===== config.mk =====
export PLATFORM = sky130hd
export DESIGN_NAME = rtcis_master
export DESIGN_NICKNAME = d
export VERILOG_FILES = /design/src/rtcis_pkg.sv /design/src/rtcis_fifo.sv /design/src/rtcis_master.sv
export VERILOG_INCLUDE_DIRS = /design/src
export SDC_FILE = /design/constraint.sdc
export NUM_CORES = 1
export LEC_CHECK = 0
export ABC_AREA = 1
export BUFFER_PORTS_ARGS = -buffer_cell sky130_fd_sc_hd__buf_2
export CELL_PAD_IN_SITES_DETAIL_PLACEMENT = 0
export CELL_PAD_IN_SITES_GLOBAL_PLACEMENT = 1
export CORE_AREA = 5 5 125 127
export CTS_CLUSTER_DIAMETER = 100
export DETAILED_ROUTE_END_ITERATION = 6
export DIE_AREA = 0 0 130 132
export MAX_ROUTING_LAYER = met4
export PLACE_DENSITY = 0.89
export SLEW_MARGIN = 25
export SYNTH_ARGS = -nofsm -noshare
export SYNTH_HDL_FRONTEND = slang
export SYNTH_SLANG_ARGS = --single-unit

===== constraint.sdc =====
create_clock -name clk_i -period 6.5 [get_ports clk_i]
set_clock_uncertainty 0.15 [all_clocks]
set_input_delay 0.65 -clock clk_i [delete_from_list [all_inputs] [get_ports clk_i]]
set_output_delay 0.65 -clock clk_i [all_outputs]
set_load 0.05 [all_outputs]

===== src/rtcis_params.svh =====
// Purpose: constants of the serial-bus master that talks to the real-time clock slave.
// Assumes: 10 MHz system clock; the slave answers at a fixed 7-bit address.
// Notes: the master makes the serial clock itself from the system clock.
`ifndef RTCIS_PARAMS_SVH
`define RTCIS_PARAMS_SVH

`define RTCIS_BYTE_W 8
`define RTCIS_SLAVE_ADDR 7'h68
`define RTCIS_DIR_RD 1'b1
`define RTCIS_ACK_BIT 4'h8
`define RTCIS_FIFO_DEPTH 8
`define RTCIS_CLK_PERIOD_NS 100
`define RTCIS_SCL_STD_PERIOD_NS 10000
`define RTCIS_SCL_FAST_PERIOD_NS 2500
// a quarter of the bus period, rounded up so the bus is never faster than allowed
`define RTCIS_QTR_CYC(p) (((p) + 4 * `RTCIS_CLK_PERIOD_NS - 1) / (4 * `RTCIS_CLK_PERIOD_NS))

`endif


===== src/rtcis_pkg.sv =====
// Purpose: types shared by the serial-bus master and its test bench.
// Assumes: constants come from rtcis_params.svh.
// Notes: none.
`include "rtcis_params.svh"

package rtcis_pkg;

  typedef logic [`RTCIS_BYTE_W-1:0] rtcis_byte_t;

  // one transfer request: optional pointer write, then len bytes written, or len bytes read with at least one
  typedef struct packed {
    logic rd;
    logic set_ptr;
    rtcis_byte_t ptr;
    rtcis_byte_t len;
  } rtcis_cmd_t;

  typedef enum logic [3:0] {
    S_IDLE, S_START, S_START_B, S_BIT_LOW, S_BIT_HIGH, S_BIT_WAIT, S_BIT_FALL,
    S_FETCH, S_STOP_A, S_STOP_B, S_STOP_C, S_RS_A, S_RS_B, S_RS_C
  } rtcis_state_t;

  typedef enum logic [2:0] {
    P_ADDR_W, P_PTR, P_WDATA, P_ADDR_R, P_RDATA
  } rtcis_step_t;

endpackage


===== src/rtcis_fifo.sv =====
// Purpose: small buffer between the user's write bytes and the bus engine.
// Assumes: one clock; depth is a power of two.
// Notes: head word and both ready/valid flags come straight from registers.
`timescale 1ns/100ps
`default_nettype none
`include "rtcis_params.svh"

module rtcis_fifo #(
  parameter int W = `RTCIS_BYTE_W,
  parameter int DEPTH = `RTCIS_FIFO_DEPTH
) (
  input wire logic clk_i,
  input wire logic arst_n_i,
  input wire logic in_valid_i,
  input wire logic [W-1:0] in_data_i,
  output logic in_ready_o,
  output logic out_valid_o,
  output logic [W-1:0] out_data_o,
  input wire logic out_ready_i
);
  localparam int AW = $clog2(DEPTH);

  logic [W-1:0] mem [DEPTH];
  logic [AW-1:0] wr_ptr, rd_ptr, next_wr_ptr, next_rd_ptr;
  logic [AW:0] count, next_count;
  logic in_ready, out_valid, next_in_ready, next_out_valid;
  logic [W-1:0] head, next_head;
  logic push, pop;

  always_comb begin
    push = in_valid_i && in_ready;
    pop = out_valid && out_ready_i;
    next_wr_ptr = push ? wr_ptr + AW'(1) : wr_ptr;
    next_rd_ptr = pop ? rd_ptr + AW'(1) : rd_ptr;
    next_count = count + (AW+1)'(push) - (AW+1)'(pop);
    next_in_ready = next_count != (AW+1)'(DEPTH);
    next_out_valid = next_count != '0;
    // bypass: a word written this cycle into the head slot is not yet in mem
    next_head = (push && wr_ptr == next_rd_ptr) ? in_data_i : mem[next_rd_ptr];
  end

  always_ff @(posedge clk_i or negedge arst_n_i) begin
    if (!arst_n_i) begin
      wr_ptr <= '0;
      rd_ptr <= '0;
      count <= '0;
      in_ready <= 1'b0;
      out_valid <= 1'b0;
      head <= '0;
    end else begin
      wr_ptr <= next_wr_ptr;
      rd_ptr <= next_rd_ptr;
      count <= next_count;
      in_ready <= next_in_ready;
      out_valid <= next_out_valid;
      head <= next_head;
    end
  end

  // storage has no reset on purpose: only the pointers matter
  always_ff @(posedge clk_i) begin
    if (push) begin
      mem[wr_ptr] <= in_data_i;
    end
  end

  assign in_ready_o = in_ready;
  assign out_valid_o = out_valid;
  assign out_data_o = head;

endmodule

`default_nettype wire


===== src/rtcis_master.sv =====
// Purpose: serial-bus master that writes and reads the clock slave's registers.
// Assumes: open-drain SCL/SDA with external pull-ups; oe high pulls the line low.
// Notes: waits while the slave stretches SCL; a stalled write buffer holds SCL low.
`timescale 1ns/100ps
`default_nettype none
`include "rtcis_params.svh"

module rtcis_master
  import rtcis_pkg::*;
#(
  parameter int QTR_CYC = `RTCIS_QTR_CYC(`RTCIS_SCL_STD_PERIOD_NS)
) (
  input wire logic clk_i,
  input wire logic arst_n_i,
  input wire logic cmd_valid_i,
  input wire rtcis_cmd_t cmd_i,
  output logic cmd_ready_o,
  input wire logic wr_valid_i,
  input wire rtcis_byte_t wr_data_i,
  output logic wr_ready_o,
  output logic rd_valid_o,
  output rtcis_byte_t rd_data_o,
  output logic done_o,
  output logic err_o,
  input wire logic scl_i,
  output logic scl_o,
  output logic scl_oe_o,
  input wire logic sda_i,
  output logic sda_o,
  output logic sda_oe_o
);
  localparam logic [7:0] QTR_M1 = 8'(QTR_CYC - 1);

  ////////////////////////////////////////////////////////////////////////////
  // pin synchronisers and quarter-period enable

  logic scl_m, scl_s, sda_m, sda_s;
  logic [7:0] qcnt, next_qcnt;
  logic tick;

  always_ff @(posedge clk_i or negedge arst_n_i) begin
    if (!arst_n_i) begin
      scl_m <= 1'b1;
      scl_s <= 1'b1;
      sda_m <= 1'b1;
      sda_s <= 1'b1;
    end else begin
      scl_m <= scl_i;
      scl_s <= scl_m;
      sda_m <= sda_i;
      sda_s <= sda_m;
    end
  end

  always_comb begin
    tick = qcnt == 8'h00;
    next_qcnt = tick ? QTR_M1 : qcnt - 8'h01;
  end

  always_ff @(posedge clk_i or negedge arst_n_i) begin
    if (!arst_n_i) begin
      qcnt <= 8'h00;
    end else begin
      qcnt <= next_qcnt;
    end
  end

  ////////////////////////////////////////////////////////////////////////////
  // write buffer

  logic fifo_valid, fifo_pop;
  rtcis_byte_t fifo_data;

  rtcis_fifo #(
    .W(`RTCIS_BYTE_W),
    .DEPTH(`RTCIS_FIFO_DEPTH)
  ) u_fifo (
    .clk_i(clk_i),
    .arst_n_i(arst_n_i),
    .in_valid_i(wr_valid_i),
    .in_data_i(wr_data_i),
    .in_ready_o(wr_ready_o),
    .out_valid_o(fifo_valid),
    .out_data_o(fifo_data),
    .out_ready_i(fifo_pop)
  );

  ////////////////////////////////////////////////////////////////////////////
  // bus engine

  rtcis_state_t st, next_st;
  rtcis_step_t step, next_step;
  rtcis_cmd_t cmd, next_cmd;
  rtcis_byte_t shreg, next_shreg, len_left, next_len, rd_data, next_rd_data;
  logic [3:0] bitn, next_bitn;
  logic ack_bit, next_ack, scl_oe, next_scl_oe, sda_oe, next_sda_oe;
  logic rd_valid, next_rd_valid, done, next_done, err, next_err;
  logic cmd_ready, next_cmd_ready, rx;

  always_comb begin
    next_st = st;
    next_step = step;
    next_cmd = cmd;
    next_shreg = shreg;
    next_len = len_left;
    next_rd_data = rd_data;
    next_bitn = bitn;
    next_ack = ack_bit;
    next_scl_oe = scl_oe;
    next_sda_oe = sda_oe;
    next_rd_valid = 1'b0;
    next_done = 1'b0;
    next_err = err;
    fifo_pop = 1'b0;
    rx = step == P_RDATA;
    case (st)
      S_IDLE: begin
        if (cmd_valid_i && cmd_ready) begin
          next_cmd = cmd_i;
          next_len = cmd_i.len;
          next_err = 1'b0;
          // no pointer write means the slave reads from its kept pointer
          next_step = (cmd_i.set_ptr || !cmd_i.rd) ? P_ADDR_W : P_ADDR_R;
          next_st = S_START;
        end
      end
      S_START: begin
        if (tick) begin
          next_sda_oe = 1'b1;
          next_st = S_START_B;
        end
      end
      S_START_B: begin
        if (tick) begin
          next_scl_oe = 1'b1;
          next_shreg = {`RTCIS_SLAVE_ADDR, step == P_ADDR_R};
          next_bitn = 4'h0;
          next_st = S_BIT_LOW;
        end
      end
      S_BIT_LOW: begin
        if (tick) begin
          if (bitn == `RTCIS_ACK_BIT) begin
            next_sda_oe = rx && (len_left > 8'h01);
          end else begin
            next_sda_oe = !rx && !shreg[7];
          end
          next_st = S_BIT_HIGH;
        end
      end
      S_BIT_HIGH: begin
        if (tick) begin
          next_scl_oe = 1'b0;
          next_st = S_BIT_WAIT;
        end
      end
      S_BIT_WAIT: begin
        // stretched clock: sample only once the line is really high
        if (tick && scl_s) begin
          if (bitn == `RTCIS_ACK_BIT) begin
            next_ack = sda_s;
          end else begin
            next_shreg = {shreg[6:0], sda_s};
          end
          next_st = S_BIT_FALL;
        end
      end
      S_BIT_FALL: begin
        if (tick) begin
          next_scl_oe = 1'b1;
          next_st = S_BIT_LOW;
          if (bitn != `RTCIS_ACK_BIT) begin
            next_bitn = bitn + 4'h1;
          end else begin
            next_bitn = 4'h0;
            if (rx) begin
              next_rd_data = shreg;
              next_rd_valid = 1'b1;
              next_len = len_left - 8'h01;
              if (len_left <= 8'h01) begin
                next_st = S_STOP_A;
              end
            end else if (ack_bit) begin
              next_err = 1'b1;
              next_st = S_STOP_A;
            end else begin
              case (step)
                P_ADDR_W: begin
                  if (cmd.set_ptr) begin
                    next_step = P_PTR;
                    next_shreg = cmd.ptr;
                  end else if (len_left != 8'h00) begin
                    next_step = P_WDATA;
                    next_st = S_FETCH;
                  end else begin
                    next_st = S_STOP_A;
                  end
                end
                P_PTR: begin
                  if (cmd.rd) begin
                    next_step = P_ADDR_R;
                    next_st = S_RS_A;
                  end else if (len_left != 8'h00) begin
                    next_step = P_WDATA;
                    next_st = S_FETCH;
                  end else begin
                    next_st = S_STOP_A;
                  end
                end
                P_WDATA: begin
                  next_len = len_left - 8'h01;
                  next_st = (len_left == 8'h01) ? S_STOP_A : S_FETCH;
                end
                P_ADDR_R: begin
                  next_step = P_RDATA;
                end
                default: begin
                  next_st = S_STOP_A;
                end
              endcase
            end
          end
        end
      end
      S_FETCH: begin
        // SCL stays low until the user supplies the next byte
        if (fifo_valid) begin
          fifo_pop = 1'b1;
          next_shreg = fifo_data;
          next_st = S_BIT_LOW;
        end
      end
      S_STOP_A: begin
        if (tick) begin
          next_sda_oe = 1'b1;
          next_st = S_STOP_B;
        end
      end
      S_STOP_B: begin
        if (tick) begin
          next_scl_oe = 1'b0;
          next_st = S_STOP_C;
        end
      end
      S_STOP_C: begin
        if (tick && scl_s) begin
          next_sda_oe = 1'b0;
          next_done = 1'b1;
          next_st = S_IDLE;
        end
      end
      S_RS_A: begin
        if (tick) begin
          next_sda_oe = 1'b0;
          next_st = S_RS_B;
        end
      end
      S_RS_B: begin
        if (tick) begin
          next_scl_oe = 1'b0;
          next_st = S_RS_C;
        end
      end
      S_RS_C: begin
        if (tick && scl_s) begin
          next_st = S_START;
        end
      end
      default: begin
        next_st = S_IDLE;
      end
    endcase
    next_cmd_ready = (next_st == S_IDLE) && scl_s && sda_s;
  end

  always_ff @(posedge clk_i or negedge arst_n_i) begin
    if (!arst_n_i) begin
      st <= S_IDLE;
      step <= P_ADDR_W;
      cmd <= '0;
      shreg <= 8'h00;
      len_left <= 8'h00;
      rd_data <= 8'h00;
      bitn <= 4'h0;
      ack_bit <= 1'b1;
      scl_oe <= 1'b0;
      sda_oe <= 1'b0;
      rd_valid <= 1'b0;
      done <= 1'b0;
      err <= 1'b0;
      cmd_ready <= 1'b0;
    end else begin
      st <= next_st;
      step <= next_step;
      cmd <= next_cmd;
      shreg <= next_shreg;
      len_left <= next_len;
      rd_data <= next_rd_data;
      bitn <= next_bitn;
      ack_bit <= next_ack;
      scl_oe <= next_scl_oe;
      sda_oe <= next_sda_oe;
      rd_valid <= next_rd_valid;
      done <= next_done;
      err <= next_err;
      cmd_ready <= next_cmd_ready;
    end
  end

  assign cmd_ready_o = cmd_ready;
  assign rd_valid_o = rd_valid;
  assign rd_data_o = rd_data;
  assign done_o = done;
  assign err_o = err;
  assign scl_oe_o = scl_oe;
  assign sda_oe_o = sda_oe;
  // open drain: the driven level is always low
  assign scl_o = 1'b0;
  assign sda_o = 1'b0;
endmodule

`default_nettype wire


==> results of run 1 <==
synthesized netlist by cell type, types with 2 or more instances:
cell       count  area (µm²)
nand2_1      254       953.4
nor2_2         4       25.02
clkinv_1       2       7.510
dfstp_2        5       131.4
o21ai_0       29       145.1
ha_1          12       150.1
nor3_1        12       60.06
mux2_2         5       56.30
xnor2_1        2       17.52
nor2_1        71       266.5
dfrtp_1       79        1977
a21oi_1       44       220.2
o22ai_1        7       43.79
a211oi_1       2       15.01
nand2_2        3       18.77
a221oi_1       4       35.03
edfxtp_1      64        1922
buf_2         12       60.06
a31oi_1        2       12.51
o211ai_1       4       30.03
inv_2          7       26.28
xor2_1         5       43.79
buf_4          4       30.03
nand4_1       10       62.56
nand3_1       28       140.1
o21ai_1       14       70.07
o2111ai_1      4       35.03
clkbuf_1       4       15.01
inv_1         78       292.8
nand3_2        3       30.03
cells by family after synthesis:
kind of cell,after synthesis,share of synthesized area (%)
simple gates,390,22.62
other cells,1,0.05308
mux,5,0.7970
fa+ha+maj,13,2.409
compound gates,119,9.936
buf+inv,108,6.270
xor+xnor,7,0.8679
flops,148,57.05
per-stage QoR:
stage / cells / hold slack (ns)
after global routing: 1035 / 0.1610
after CTS: 1035 / 0.1556
after detailed placement: 1002 / 0.1990
after floorplan: 792 / 0.1952
after global placement: 1002 / 0.1961
final: 1035 / 0.1717
flip-flops by register name (all words and copies together) (netlist names), 3 cells and up:
signal             count
u_fifo.rd_ptr          3
bitn                   4
shreg                  8
rd_data_o              8
u_fifo.out_data_o      8
qcnt                   8
u_fifo.count           4
st                     4
step                   3
cmd                   10
u_fifo.mem            64
u_fifo.wr_ptr          3
len_left               8
per-layer routing:
| layer | vias to the layer above | wire length (µm) | global-route usage (%) |
|---|---|---|---|
| li1 | 2698 | - | - |
| met2 | 143 | 7982 | 32.72 |
| met5 | - | 0 | - |
| met1 | 2561 | 6489 | 23.99 |
| met3 | 23 | 821 | 4.417 |
| met4 | 0 | 323 | 6.813 |
power groups by stage:
stage	Combinational, mW	Sequential [mW]	Clock, mW
after floorplan	0.188	1.12	0
after global placement	0.256	1.13	0
after detailed placement	0.267	1.13	0
after CTS	0.269	1.11	0.980
after global routing	0.308	1.12	1.02
final	0.265	1.11	0.962
worst paths after layout:
path / to / slack [ns] / cells past startpoint
min in group asynchronous: qcnt[4] / 0.53 / 2
max in group asynchronous: shreg[1] / 4.65 / 3
max: u_fifo.out_data_o[3] / 3.39 / 11
max reg2reg: u_fifo.out_data_o[3] / 3.39 / 11
min reg2reg: sda_s / 0.21 / 0
min: sda_m / 0.17 / 1
layout make-up:
class                   instances  area [µm²]
clock buffers                  17       425.4
clock inverters                15       158.9
multi-input cells             536        2597
repair buffers                 48       250.2
fillers                      1282        6295
well taps                     184       230.2
inverters                      87       326.6
flip-flops and latches        148        4030
timing repair:
action	in CTS	in global routing
hold buffers	1	0
setup endpoints to repair	0	0
endpoints found under the hold margin	23	0
gates resized for setup	0	0
==> impl_summary.md, run 1 <==
Status
The run finished with clean final reports.

Worst setup path
The critical-path maximum fanout is 33. The largest single stage delay on the critical path is 0.46 ns. STA classifies the critical path startpoint as a flip-flop.

Grouping stages by cell kind, the critical path spends the most delay in simple AND/OR/NAND/NOR gates. The start point of the critical path is st[3]. The startpoint of the worst register-to-register path is st[3]. The number of buffers and inverters on the critical path is 1. Data arrives at the worst endpoint at 3.27 ns. STA puts the critical path data required time at 6.66 ns. The critical path endpoint category is a flip-flop. The largest individual stage delay along the critical path comes from the cell dfrtp_1.

The signal on the critical path passes through inv_2 > nand2_2 > nor2_2 > nand2_2 > nand2_1 > nand2_2 > xor2_1 > a21oi_4 > nand3_2 > o21ai_1 > nand2_1. Counting stages on the worst path, the most repeated cell is nand2_2. The critical path start-end classification is reg2reg.

Power
Summed over all nets, the switching power comes to 0.6366 mW. The part of the power in registers is 47.5%. Power spread over the standard cell area amounts to 291.4 mW/mm². The clock share of power is 41.2%. The share of total power consumed by net switching is 27.24%. The share of total power dissipated in combinational logic is 11.3%. IR analysis of the VDD net gives a maximum drop of 0.2347 mV. The design draws 2.337 mW. Summed over all cells, the static leakage comes to 3.670 nW. The internal portion of the total power is 1.700 mW.

Global routing
The number of antenna violations at the first check in global routing is 0. Global routing used 19.84% of the available tracks across all layers. The first global-routing pass estimated 26,140 µm of wire. The via count of the first global-routing pass is 5,440.

For this run the aggregate overflow at the end of global routing stands at 0. Entering global routing, the biggest net connects 58 pins.

STA
The final count of pins violating max slew came to 0. The slew at the pin closest to its max-slew limit is 0.8823 ns. Setup slack on the critical path of the routed design comes to 3.395 ns. The worst pin sits at a relative slew slack of 40.98%.

The clock period minus worst slack is 3.105 ns. The hold violation count in the final report is 0. Setup repair after global routing left no endpoint under its margin. The final setup TNS is 0 ns.

The maximum achievable frequency is 0.3220 GHz. After layout, the worst path uses 47.77% of the clock period. The setup violation total in the final timing report is 0.

Final layout
0 antenna diodes ended up in the layout. The leading cell type in the layout, fill and taps excluded is nand2_1. The area of all placed cells without fillers is 0.008019 mm². The final core utilization is 56.02%. In the layout the commonest cells are 253 x nand2_1, 79 x dfrtp_1, 78 x inv_1, 71 x nor2_1, 64 x edfxtp_1. The final layout contains 883 nets.

The growth of design area from synthesis to finish is 13.51%. Cells with a size suffix above 1 make up 13.40% of the layout.

Die
For this configuration, the core starts out at a cell density of 49.35%. For this design the top-level I/O count stands at 49. The core area is 0.01431 mm². The die footprint is 0.01716 mm². The die is 130 µm wide. The vertical die dimension is 132 µm. The floorplan has 44 rows.

Yosys
Synthesis produced 791 cells. The cell area that synthesis handed to floorplanning was 0.007064 mm². The warning count from the yosys run is 0.

The synthesized design contains 148 register bits. For this run, the leading register cell type out of synthesis is dfrtp_1. Synthesis instantiated 47 different standard cells from the library.

In the synthesized netlist the async set-or-reset flop fraction comes to 56.76%. In this run, synthesis inferred 64 flip-flops with an integrated enable. The average instance in the mapped netlist occupies 8.931 µm². The register area share after synthesis is 57.05%.

Place
The congestion estimate from routability-driven global placement came to 0.9953. Buffers placed on the I/O ports in this run total 46. The worst slack at placement is 3.350 ns.

The total half-perimeter wirelength after legalization and detailed placement is 11,160 µm. The post-detailed-placement cell area is 0.007425 mm².

Detailed routing
For this run, design rule violations remaining after detail routing come to 0. The routed design has 15,620 µm of wire. The remaining antenna violation count after routing is 0. The violation count after the first detailed-routing iteration is 408. The count of TritonRoute iterations in the first routing pass is 5. The count of vias placed by the detailed router is 5,425. In the final routed layout, each cell accounts on average for 15.09 µm. Dividing the detail-routed via count by the number of cells gives 5.242.

Hold path
The startpoint identified for the worst hold timing path is sda_i. The class of the most critical hold timing path is in2reg.

CTS
After clock tree synthesis, the clock-pin slew on the worst setup and hold paths is 0.07 ns. In this run the deepest clock path goes through 2 buffers. The number of setup buffers added after CTS is 0. CTS placed an instance of clkbuf_16 at the clock tree root.

The total clock buffers created by CTS is 17. The later pin in the worst-skew pair is clocked with a latency of 0.42 ns. TritonCTS built the clock tree. The clock tree synthesis step divided the H-tree into 4 levels. The total clock sinks is 148.

Run
Across the run, the number of max-cap violations was 0.
(Power assumes the default switching activity.)
==> run 2: changes to the inputs <==
ABC_AREA = 0   (was 1)
CORE_AREA = 5 5 134 136   (was 5 5 125 127)
DIE_AREA = 0 0 139 141   (was 0 0 130 132)
PLACE_DENSITY = 0.8   (was 0.89)
clock period = 2.75 ns   (was 6.5 ns; I/O delays follow)
==> run 2 against run 1 <==
Compared with the run above:
- critical path depth fell by 3
- synthesized area rose by 1.1%
- setup slack got worse by 3.2 ns
- largest cell class unchanged
- count of clock-buffer cells in the layout did not move
- highest routed layer unchanged
- combinational power rose to 2.6 times the previous value
- synthesized cell count fell by 20%
- cell area rose by 7.1%
==> impl_summary.md, run 2 <==
Final layout
The register with the most flip-flops in the final layout is u_fifo.mem. The leading cell type in the layout, fill and taps excluded is dfrtp_1. The largest registers in the layout are u_fifo.mem: 64 flops, cmd: 10 flops. The register with the most flip-flops in the layout has 64 of them. In the layout the commonest cells are 79 x dfrtp_1, 67 x nand2_1, 64 x edfxtp_1, 48 x nor2_1, 45 x buf_2. Cells with a size suffix above 1 make up 21.95% of the layout. Once layout is complete, the utilization of the core stands at 51.05%. The number of nets at the end of the flow is 761. The total inserted antenna cells is 0. The growth of design area from synthesis to finish is 20.20%.

Die
The I/O pin count is 49. From bottom edge to top edge, the die measures 141 µm. The initialized floorplan defines 48 standard-cell rows.

The die footprint is 0.01960 mm². In this run the horizontal extent of the chip is 139 µm. The initial standard-cell utilization of the core is 42.47%. The core area is 0.01682 mm².

CTS
TritonCTS built the clock tree. The longest clock path from root to sink contains 2 buffers. Once the clock tree was built, the setup fixing pass inserted 0 buffers. TritonCTS created 17 clock buffers. The H-tree was split into 4 levels.

The clock latency on the worst-skew pair is 0.43 ns. The total clock sinks is 148. The clock-pin slew reported for the worst setup and hold paths after clock tree synthesis is 0.07 ns. The clock root buffer is clkbuf_16. The number of gates given a new drive strength after cts is 0.

STA
At the pin with the least slew margin, the transition time is 0.9202 ns. After layout, the minimum clock period comes to 2.577 ns. The final count of pins violating max slew is 0. The final clock period utilization by the worst path is 93.72%.

Setup violations remaining at the end of the flow were counted as 0. The hold violation count in the final report came to 0. In this run the tightest slew margin relative to its limit is 36.90%.

The maximum achievable frequency is 0.3880 GHz. The final setup TNS is 0 ns. Setup repair after global routing left no endpoint under its margin.

Worst setup path
Of all nets on the critical path, the largest fanout is 6. At the worst endpoint, the required time is 2.93 ns. STA puts the critical path data arrival time at 2.76 ns. STA classifies the critical path startpoint as a flip-flop. STA classifies the critical path endpoint as a flip-flop. The critical path start-end classification is reg2reg.

Power
The combinational power share is 12.1%. The worst-case IR drop observed on VDD is 0.3890 mV. The share of total power consumed by net switching is 26.82%. The switching power is 1.521 mW. The internal cell power is 4.149 mW. In this run, flip-flops and latches consume 47.0% of the power. The areal power density over the cells is 660.5 mW/mm². The reported leakage power is 3.565 nW.

The clock network accounts for 41.0% of the total power.

Detailed routing
The post-detailed-routing wire length is 17,150 µm. Using the TritonRoute via totals, the vias-per-cell ratio works out to 5.526. Across all layers, the routed design uses 5,272 vias. The DRC violation count after routing is 0. The violation count after the first detailed-routing iteration is 384. The average wire per standard cell is 17.97 µm. The detail route stage leaves a number of antenna-violating nets equal to 0.

The count of TritonRoute iterations in the first routing pass is 4.

Hold path
The tightest min-delay check is of the in2reg type.

Yosys
The main combinational cell family by area after synthesis is simple AND/OR/NAND/NOR gates. The post-synthesis register bit count is 148. Of the total synthesized cell area, the portion taken by full adders, half adders and majority gates is 2.523%.

The average instance in the mapped netlist occupies 11.28 µm². The multiplexer fraction of the synthesized cell area is 7.165%. After synthesis, the cell types taking the most area are dfrtp_1 28%, edfxtp_1 27%, mux2_2 4.7%.

After Yosys synthesis, and, or, nand and nor cells account for 16.10% of the synthesized area. Counting flops with an async set or reset pin after synthesis yields a share of 56.76%. The cell count after synthesis came out at 633.

Of the post-synthesis cell area, the dominant cell type holds 27.68%. The largest total area in the synthesized netlist belongs to dfrtp_1. The count of cell types in the netlist is 75. After synthesis, flip-flops and latches occupy 56.43% of the total area. Counting flops with a built-in enable in the synthesized netlist gives 64. The synthesized netlist devotes 12.23% of its cell area to compound gates.

The most used flip-flop cell after synthesis is dfrtp_1. The synthesized-area fraction occupied by xor and xnor cells is 1.717%. Ranked by instance count, the synthesized netlist is headed by 79 x dfrtp_1, 67 x nand2_1, 64 x edfxtp_1, 48 x nor2_1, 30 x mux2_2. The warning count from the yosys run is 0.

Among all cell types in the netlist, the one instantiated most often is dfrtp_1. The post-synthesis cell area is 0.007142 mm².

Global routing
The maximum number of pins on one net before global-route repair is 85. The wire length of the first global-routing pass is 27,830 µm. The overall overflow remaining after global route is 0. The via count of the first global-routing pass is 5,291.

The number of antenna violations at the first check in global routing was 0. Global routing used 18.42% of the available tracks across all layers.

Place
During placement, the flow inserted port buffers numbering 46. The wire-length estimate of the detail-placed layout is 11,250 µm. The global placement routability congestion is 0.9031.

Status
The flow ran to the end, and the final reports show no timing, DRC or antenna violations.

Run
The tool flagged a number of max-cap violations equal to 0.
## run 2: changes by cell type in the layout (fill, tap and decap cells not counted), moves of 21 or more
cell	delta
a211oi_1	+24
and3_1	+25
buf_4	+27
dlygate4sd3_1	+24
inv_1	-55
mux2_2	+25
nand2_1	-186
nand3_1	-21
nor2_1	-23
## run 2: logic make-up after synthesis
group / Yosys count
buffers and inverters: 62
DFF: 148
muxes: 47
AOI/OAI and AO/OA: 129
other: 1
adders and majority gates: 14
and+or+nand+nor: 218
xor gates and xnor gates: 14
## run 2: path summary, 6_finish.rpt
check / cells past startpoint / slack (ns) / start / end
max: 8 / 0.17 / qcnt[0] / cmd_ready_o
min: 1 / 0.008 / wr_data_i[7] / u_fifo.mem[2][7]
max reg2reg: 8 / 0.17 / qcnt[0] / cmd_ready_o
min reg2reg: 0 / 0.21 / scl_m / scl_s
max in group asynchronous: 3 / 1.78 / arst_n_i / ack_bit
min in group asynchronous: 3 / 0.25 / arst_n_i / qcnt[7]
## run 2: area by class of cell
cell class,count,area (µm²)
fill,1511,8232
clock inverter,15,162.7
inverter,23,86.33
clock buffer,17,425.4
multi-input combinational,424,2845
tap,225,281.5
sequential,148,4030
timing repair buffer,102,753.2
## run 2: stage by stage
step	hold WS [ns]	total power, mW	std cells	instance area [µm²]	worst slack, ns
after detailed placement	0.1987	3.370	897	7746	0.1920
after global placement	0.1965	3.333	897	7746	0.2247
final	0.008126	5.670	954	8584	0.1726
after global routing	0.009188	5.908	954	8584	0.003005
after floorplan	-0.1706	3.114	634	7146	0.4043
after CTS	0.002604	5.729	954	8584	0.1655
## run 2: power groups by stage
| stage | clock network (mW) | logic, mW | registers [mW] |
|---|---|---|---|
| CTS | 2.37 | 0.695 | 2.66 |
| finish | 2.32 | 0.684 | 2.66 |
| global placement | 0 | 0.635 | 2.70 |
| global route | 2.46 | 0.767 | 2.68 |
| detailed placement | 0 | 0.662 | 2.71 |
| floorplan | 0 | 0.469 | 2.65 |
## run 2: layer usage
metal / vias up / global-route usage [%] / share of wire, %
met5: - / - / 0
met4: 0 / 5.252 / 1.5
met3: 20 / 3.867 / 3.5
met2: 105 / 30.43 / 50
met1: 2658 / 23.15 / 45
li1: 2489 / - / -
## run 2: worst max-delay path, stage by stage, from the launching register on
cell and delay, ns:
dfrtp_1 0.38, inv_1 0.06, ha_1 0.21, or4b_4 0.52, nor2_2 0.24, a21oi_1 0.10
o2111a_1 0.23, a311o_1 0.35, nor4b_2 0.25
## run 2: what timing repair did
item	in CTS	in global routing
hold endpoints to repair	142	0
hold buffers	25	0
endpoints found under the setup margin	0	0
==> run 3: changes to the inputs <==
BUFFER_PORTS_ARGS = -buffer_cell sky130_fd_sc_hd__buf_4   (was -buffer_cell sky130_fd_sc_hd__buf_2)
==> run 3 against run 2 <==
Compared with the run above:
- wire length grew 1.2%
- largest power group unchanged
- count of clock-buffer cells in the layout is the same
- non-clock buffer count grew 4
- die area is the same
- setup slack lost 0.047 ns
- sequential cell count is the same
- maximum frequency shrank 1.8%
- combinational power grew 2%
- total power is essentially flat
- utilization grew 0.97 points
- sequential share of layout area shrank 0.87 points
==> impl_summary.md, run 3 (same netlist as run 2, synthesis figures left out) <==
Final layout
The largest registers in the layout are u_fifo.mem: 64 flops, cmd: 10 flops. Leaving out fill and tap cells, the most frequent cell in the layout is dfrtp_1. The final layout contains 765 nets. The share of cells above drive strength 1 is 22.24%. The number of filler cells placed in the layout is 1,474. The area of combinational cells with multiple inputs is 0.002850 mm².

In the layout the commonest cells are 79 x dfrtp_1, 77 x buf_4, 67 x nand2_1, 64 x edfxtp_1, 48 x nor2_1. Once layout is complete, the utilization of the core stands at 52.02%. Summing all flip-flop and latch instances after layout gives 0.004030 mm². 0 antenna diodes ended up in the layout. The register with the most flip-flops in the layout has 64 of them. The area growth from synthesis to layout is 22.48%. The register with the most flip-flops in the final layout is u_fifo.mem.

Place
Routability-driven placement finished with a final weighted congestion of 0.9364. In this run the tool buffered the top-level ports with 46 buffer cells. OpenSTA, run right after detailed placement, puts the worst setup slack at 0.1932 ns.

The total half-perimeter wirelength after legalization and detailed placement is 11,540 µm.

STA
Headroom to the max-slew limit came out at 57.45%. The hold violation count in the final report is 0. The final setup TNS is 0 ns. The worst hold slack across all endpoints is 0.03115 ns. At the pin with the least slew margin, the transition time is 0.6258 ns.

The final count of pins violating max slew is 0. Static timing analysis puts the maximum clock frequency at 0.3810 GHz. The worst path in the final design needs a cycle of 2.624 ns, including I/O delays and setup. Setup repair after global routing left no endpoint under its margin.

The final clock period utilization by the worst path is 95.43%. The setup violation total in the final timing report is 0. After layout, the worst setup slack is 0.1256 ns.

Die
In this run the count of I/O pins placed on the die edge is 49. The floorplan has 48 rows. The core area is 0.01682 mm².

The die span in x is 139 µm. The die footprint is 0.01960 mm². The vertical die dimension is 141 µm. The initial standard-cell utilization of the core is 42.47%.

Run
The total of max-cap violations is 0.

Detailed routing
The violation count after the first detailed-routing iteration is 432. In the routed design, unresolved DRC markers number 0. The remaining antenna violation count after routing is 0. The count of vias placed by the detailed router is 5,315.

The average wire per standard cell is 18.10 µm. The count of TritonRoute iterations in the first routing pass is 4. The via density per instance is 5.548. The final layout contains routed wiring with a total length of 17,340 µm.

Worst setup path
The critical path endpoint category is a flip-flop. The data arrival time of the critical path is 2.78 ns. The nature of the critical path startpoint is a flip-flop. The critical-path maximum fanout is 8. The number of cells on the worst reg-to-reg path is 5. STA puts the critical path data required time at 2.90 ns. The capture instance of the worst register-to-register path is shreg[5]. The startpoint of the worst register-to-register path is qcnt[5]. The worst setup slack for register-to-register paths is 0.13 ns. The critical path start-end classification is reg2reg.

CTS
The clock tree from TritonCTS is done. After clock tree synthesis, the setup repair step added 0 buffers. The clock root buffer is clkbuf_16. The number of buffers on the longest clock path is 2.

The total clock sinks is 148. Clock latency on the worst-skew pair, taken at its later pin, is 0.42 ns. The number of H-tree branching levels is 4. The total clock buffers created by CTS is 17. After clock tree synthesis, the clock-pin slew on the worst setup and hold paths is 0.07 ns.

Global routing
The overall global routing resource usage is 18.74%. The number of antenna violations at the first check in global routing is 0. Summed over all layers, the global routing overflow is 0. Entering global routing, the biggest net connects 51 pins. The first global-routing pass estimated 28,430 µm of wire. The via count of the first global-routing pass is 5,364.

Status
The flow ran to the end, and the final reports show no timing, DRC or antenna violations.

Power
The peak supply drop is 0.4917 mV. The reported leakage power is 3.607 nW. Total power for the finished layout comes to 5.669 mW. The areal power density over the cells is 648.1 mW/mm².

Hold path
The worst hold path begins at cmd_i[2]. The number of instances on the worst hold path is 3. For hold timing, the worst endpoint is len_left[2].

The class of the most critical hold timing path is in2reg.
==> run 3: cell count changes in the layout (fill, tap and decap cells not counted), sizes merged <==
cell | previous run | this run
buf | 77 | 79
inv | 34 | 31
bufinv | 1 | 0
clkinvlp | 0 | 1
clkinv | 3 | 6
dlygate4sd3 | 25 | 27
==> run 3: power by group <==
group          total [mW]  internal [mW]  switching [mW]
clock                2.31           1.23            1.08
combinational       0.698          0.331           0.366
sequential           2.66           2.54           0.121
total                5.67           4.10            1.57
==> run 3: final cells by class <==
| cell class | count | area share [%] |
|---|---|---|
| clock inverter | 15 | 2.031 |
| clock buffer | 17 | 4.863 |
| timing repair buffer | 106 | 10.24 |
| sequential | 148 | 46.07 |
| multi-input combinational | 424 | 32.58 |
| tap | 225 | 3.218 |
| inverter | 23 | 0.9870 |
==> run 3: metal layers <==
metal | share of wire [%] | up-vias | global-route usage [%] | wire length [µm]
met2 | 49 | 155 | 30.07 | 8574
met1 | 44 | 2630 | 24.54 | 7666
met4 | 1.6 | 0 | 5.046 | 276
li1 | - | 2501 | - | -
met5 | 0 | - | - | 0
met3 | 4.8 | 29 | 3.765 | 826
==> run 3: timing repair <==
| action | in CTS | in global routing |
|---|---|---|
| hold buffers | 27 | 0 |
| gates resized for setup | 0 | 2 |
| endpoints found under the hold margin | 115 | 0 |
| setup endpoints to repair | 0 | 2 |
==> run 3: worst max path at each step <==
stage          startpoint                   end  slack, ns
2_1_floorplan       st[3]     u_fifo.in_ready_o       0.40
3_3_place_gp      qcnt[5]              shreg[4]       0.14
3_5_place_dp        st[1]           len_left[7]       0.19
4_1_cts             st[0]  u_fifo.out_data_o[1]       0.16
5_1_grt             st[1]           len_left[3]      0.002
6_report          qcnt[5]              shreg[5]       0.13
==> run 3: critical path, cell delays in order, from the launching register on <==
cell and delay, ns:
dfrtp_1 0.43, nor3_1 0.49, nand2_1 0.34, o22ai_1 0.25, nand3_1 0.39, mux2_1 0.46
==> run 3: through the flow <==
stage | cell area (µm²) | std cells
2_1_floorplan | 7146 | 634
3_3_place_gp | 7841 | 898
5_1_grt | 8747 | 958
3_5_place_dp | 7869 | 899
4_1_cts | 8742 | 958
6_report | 8747 | 958
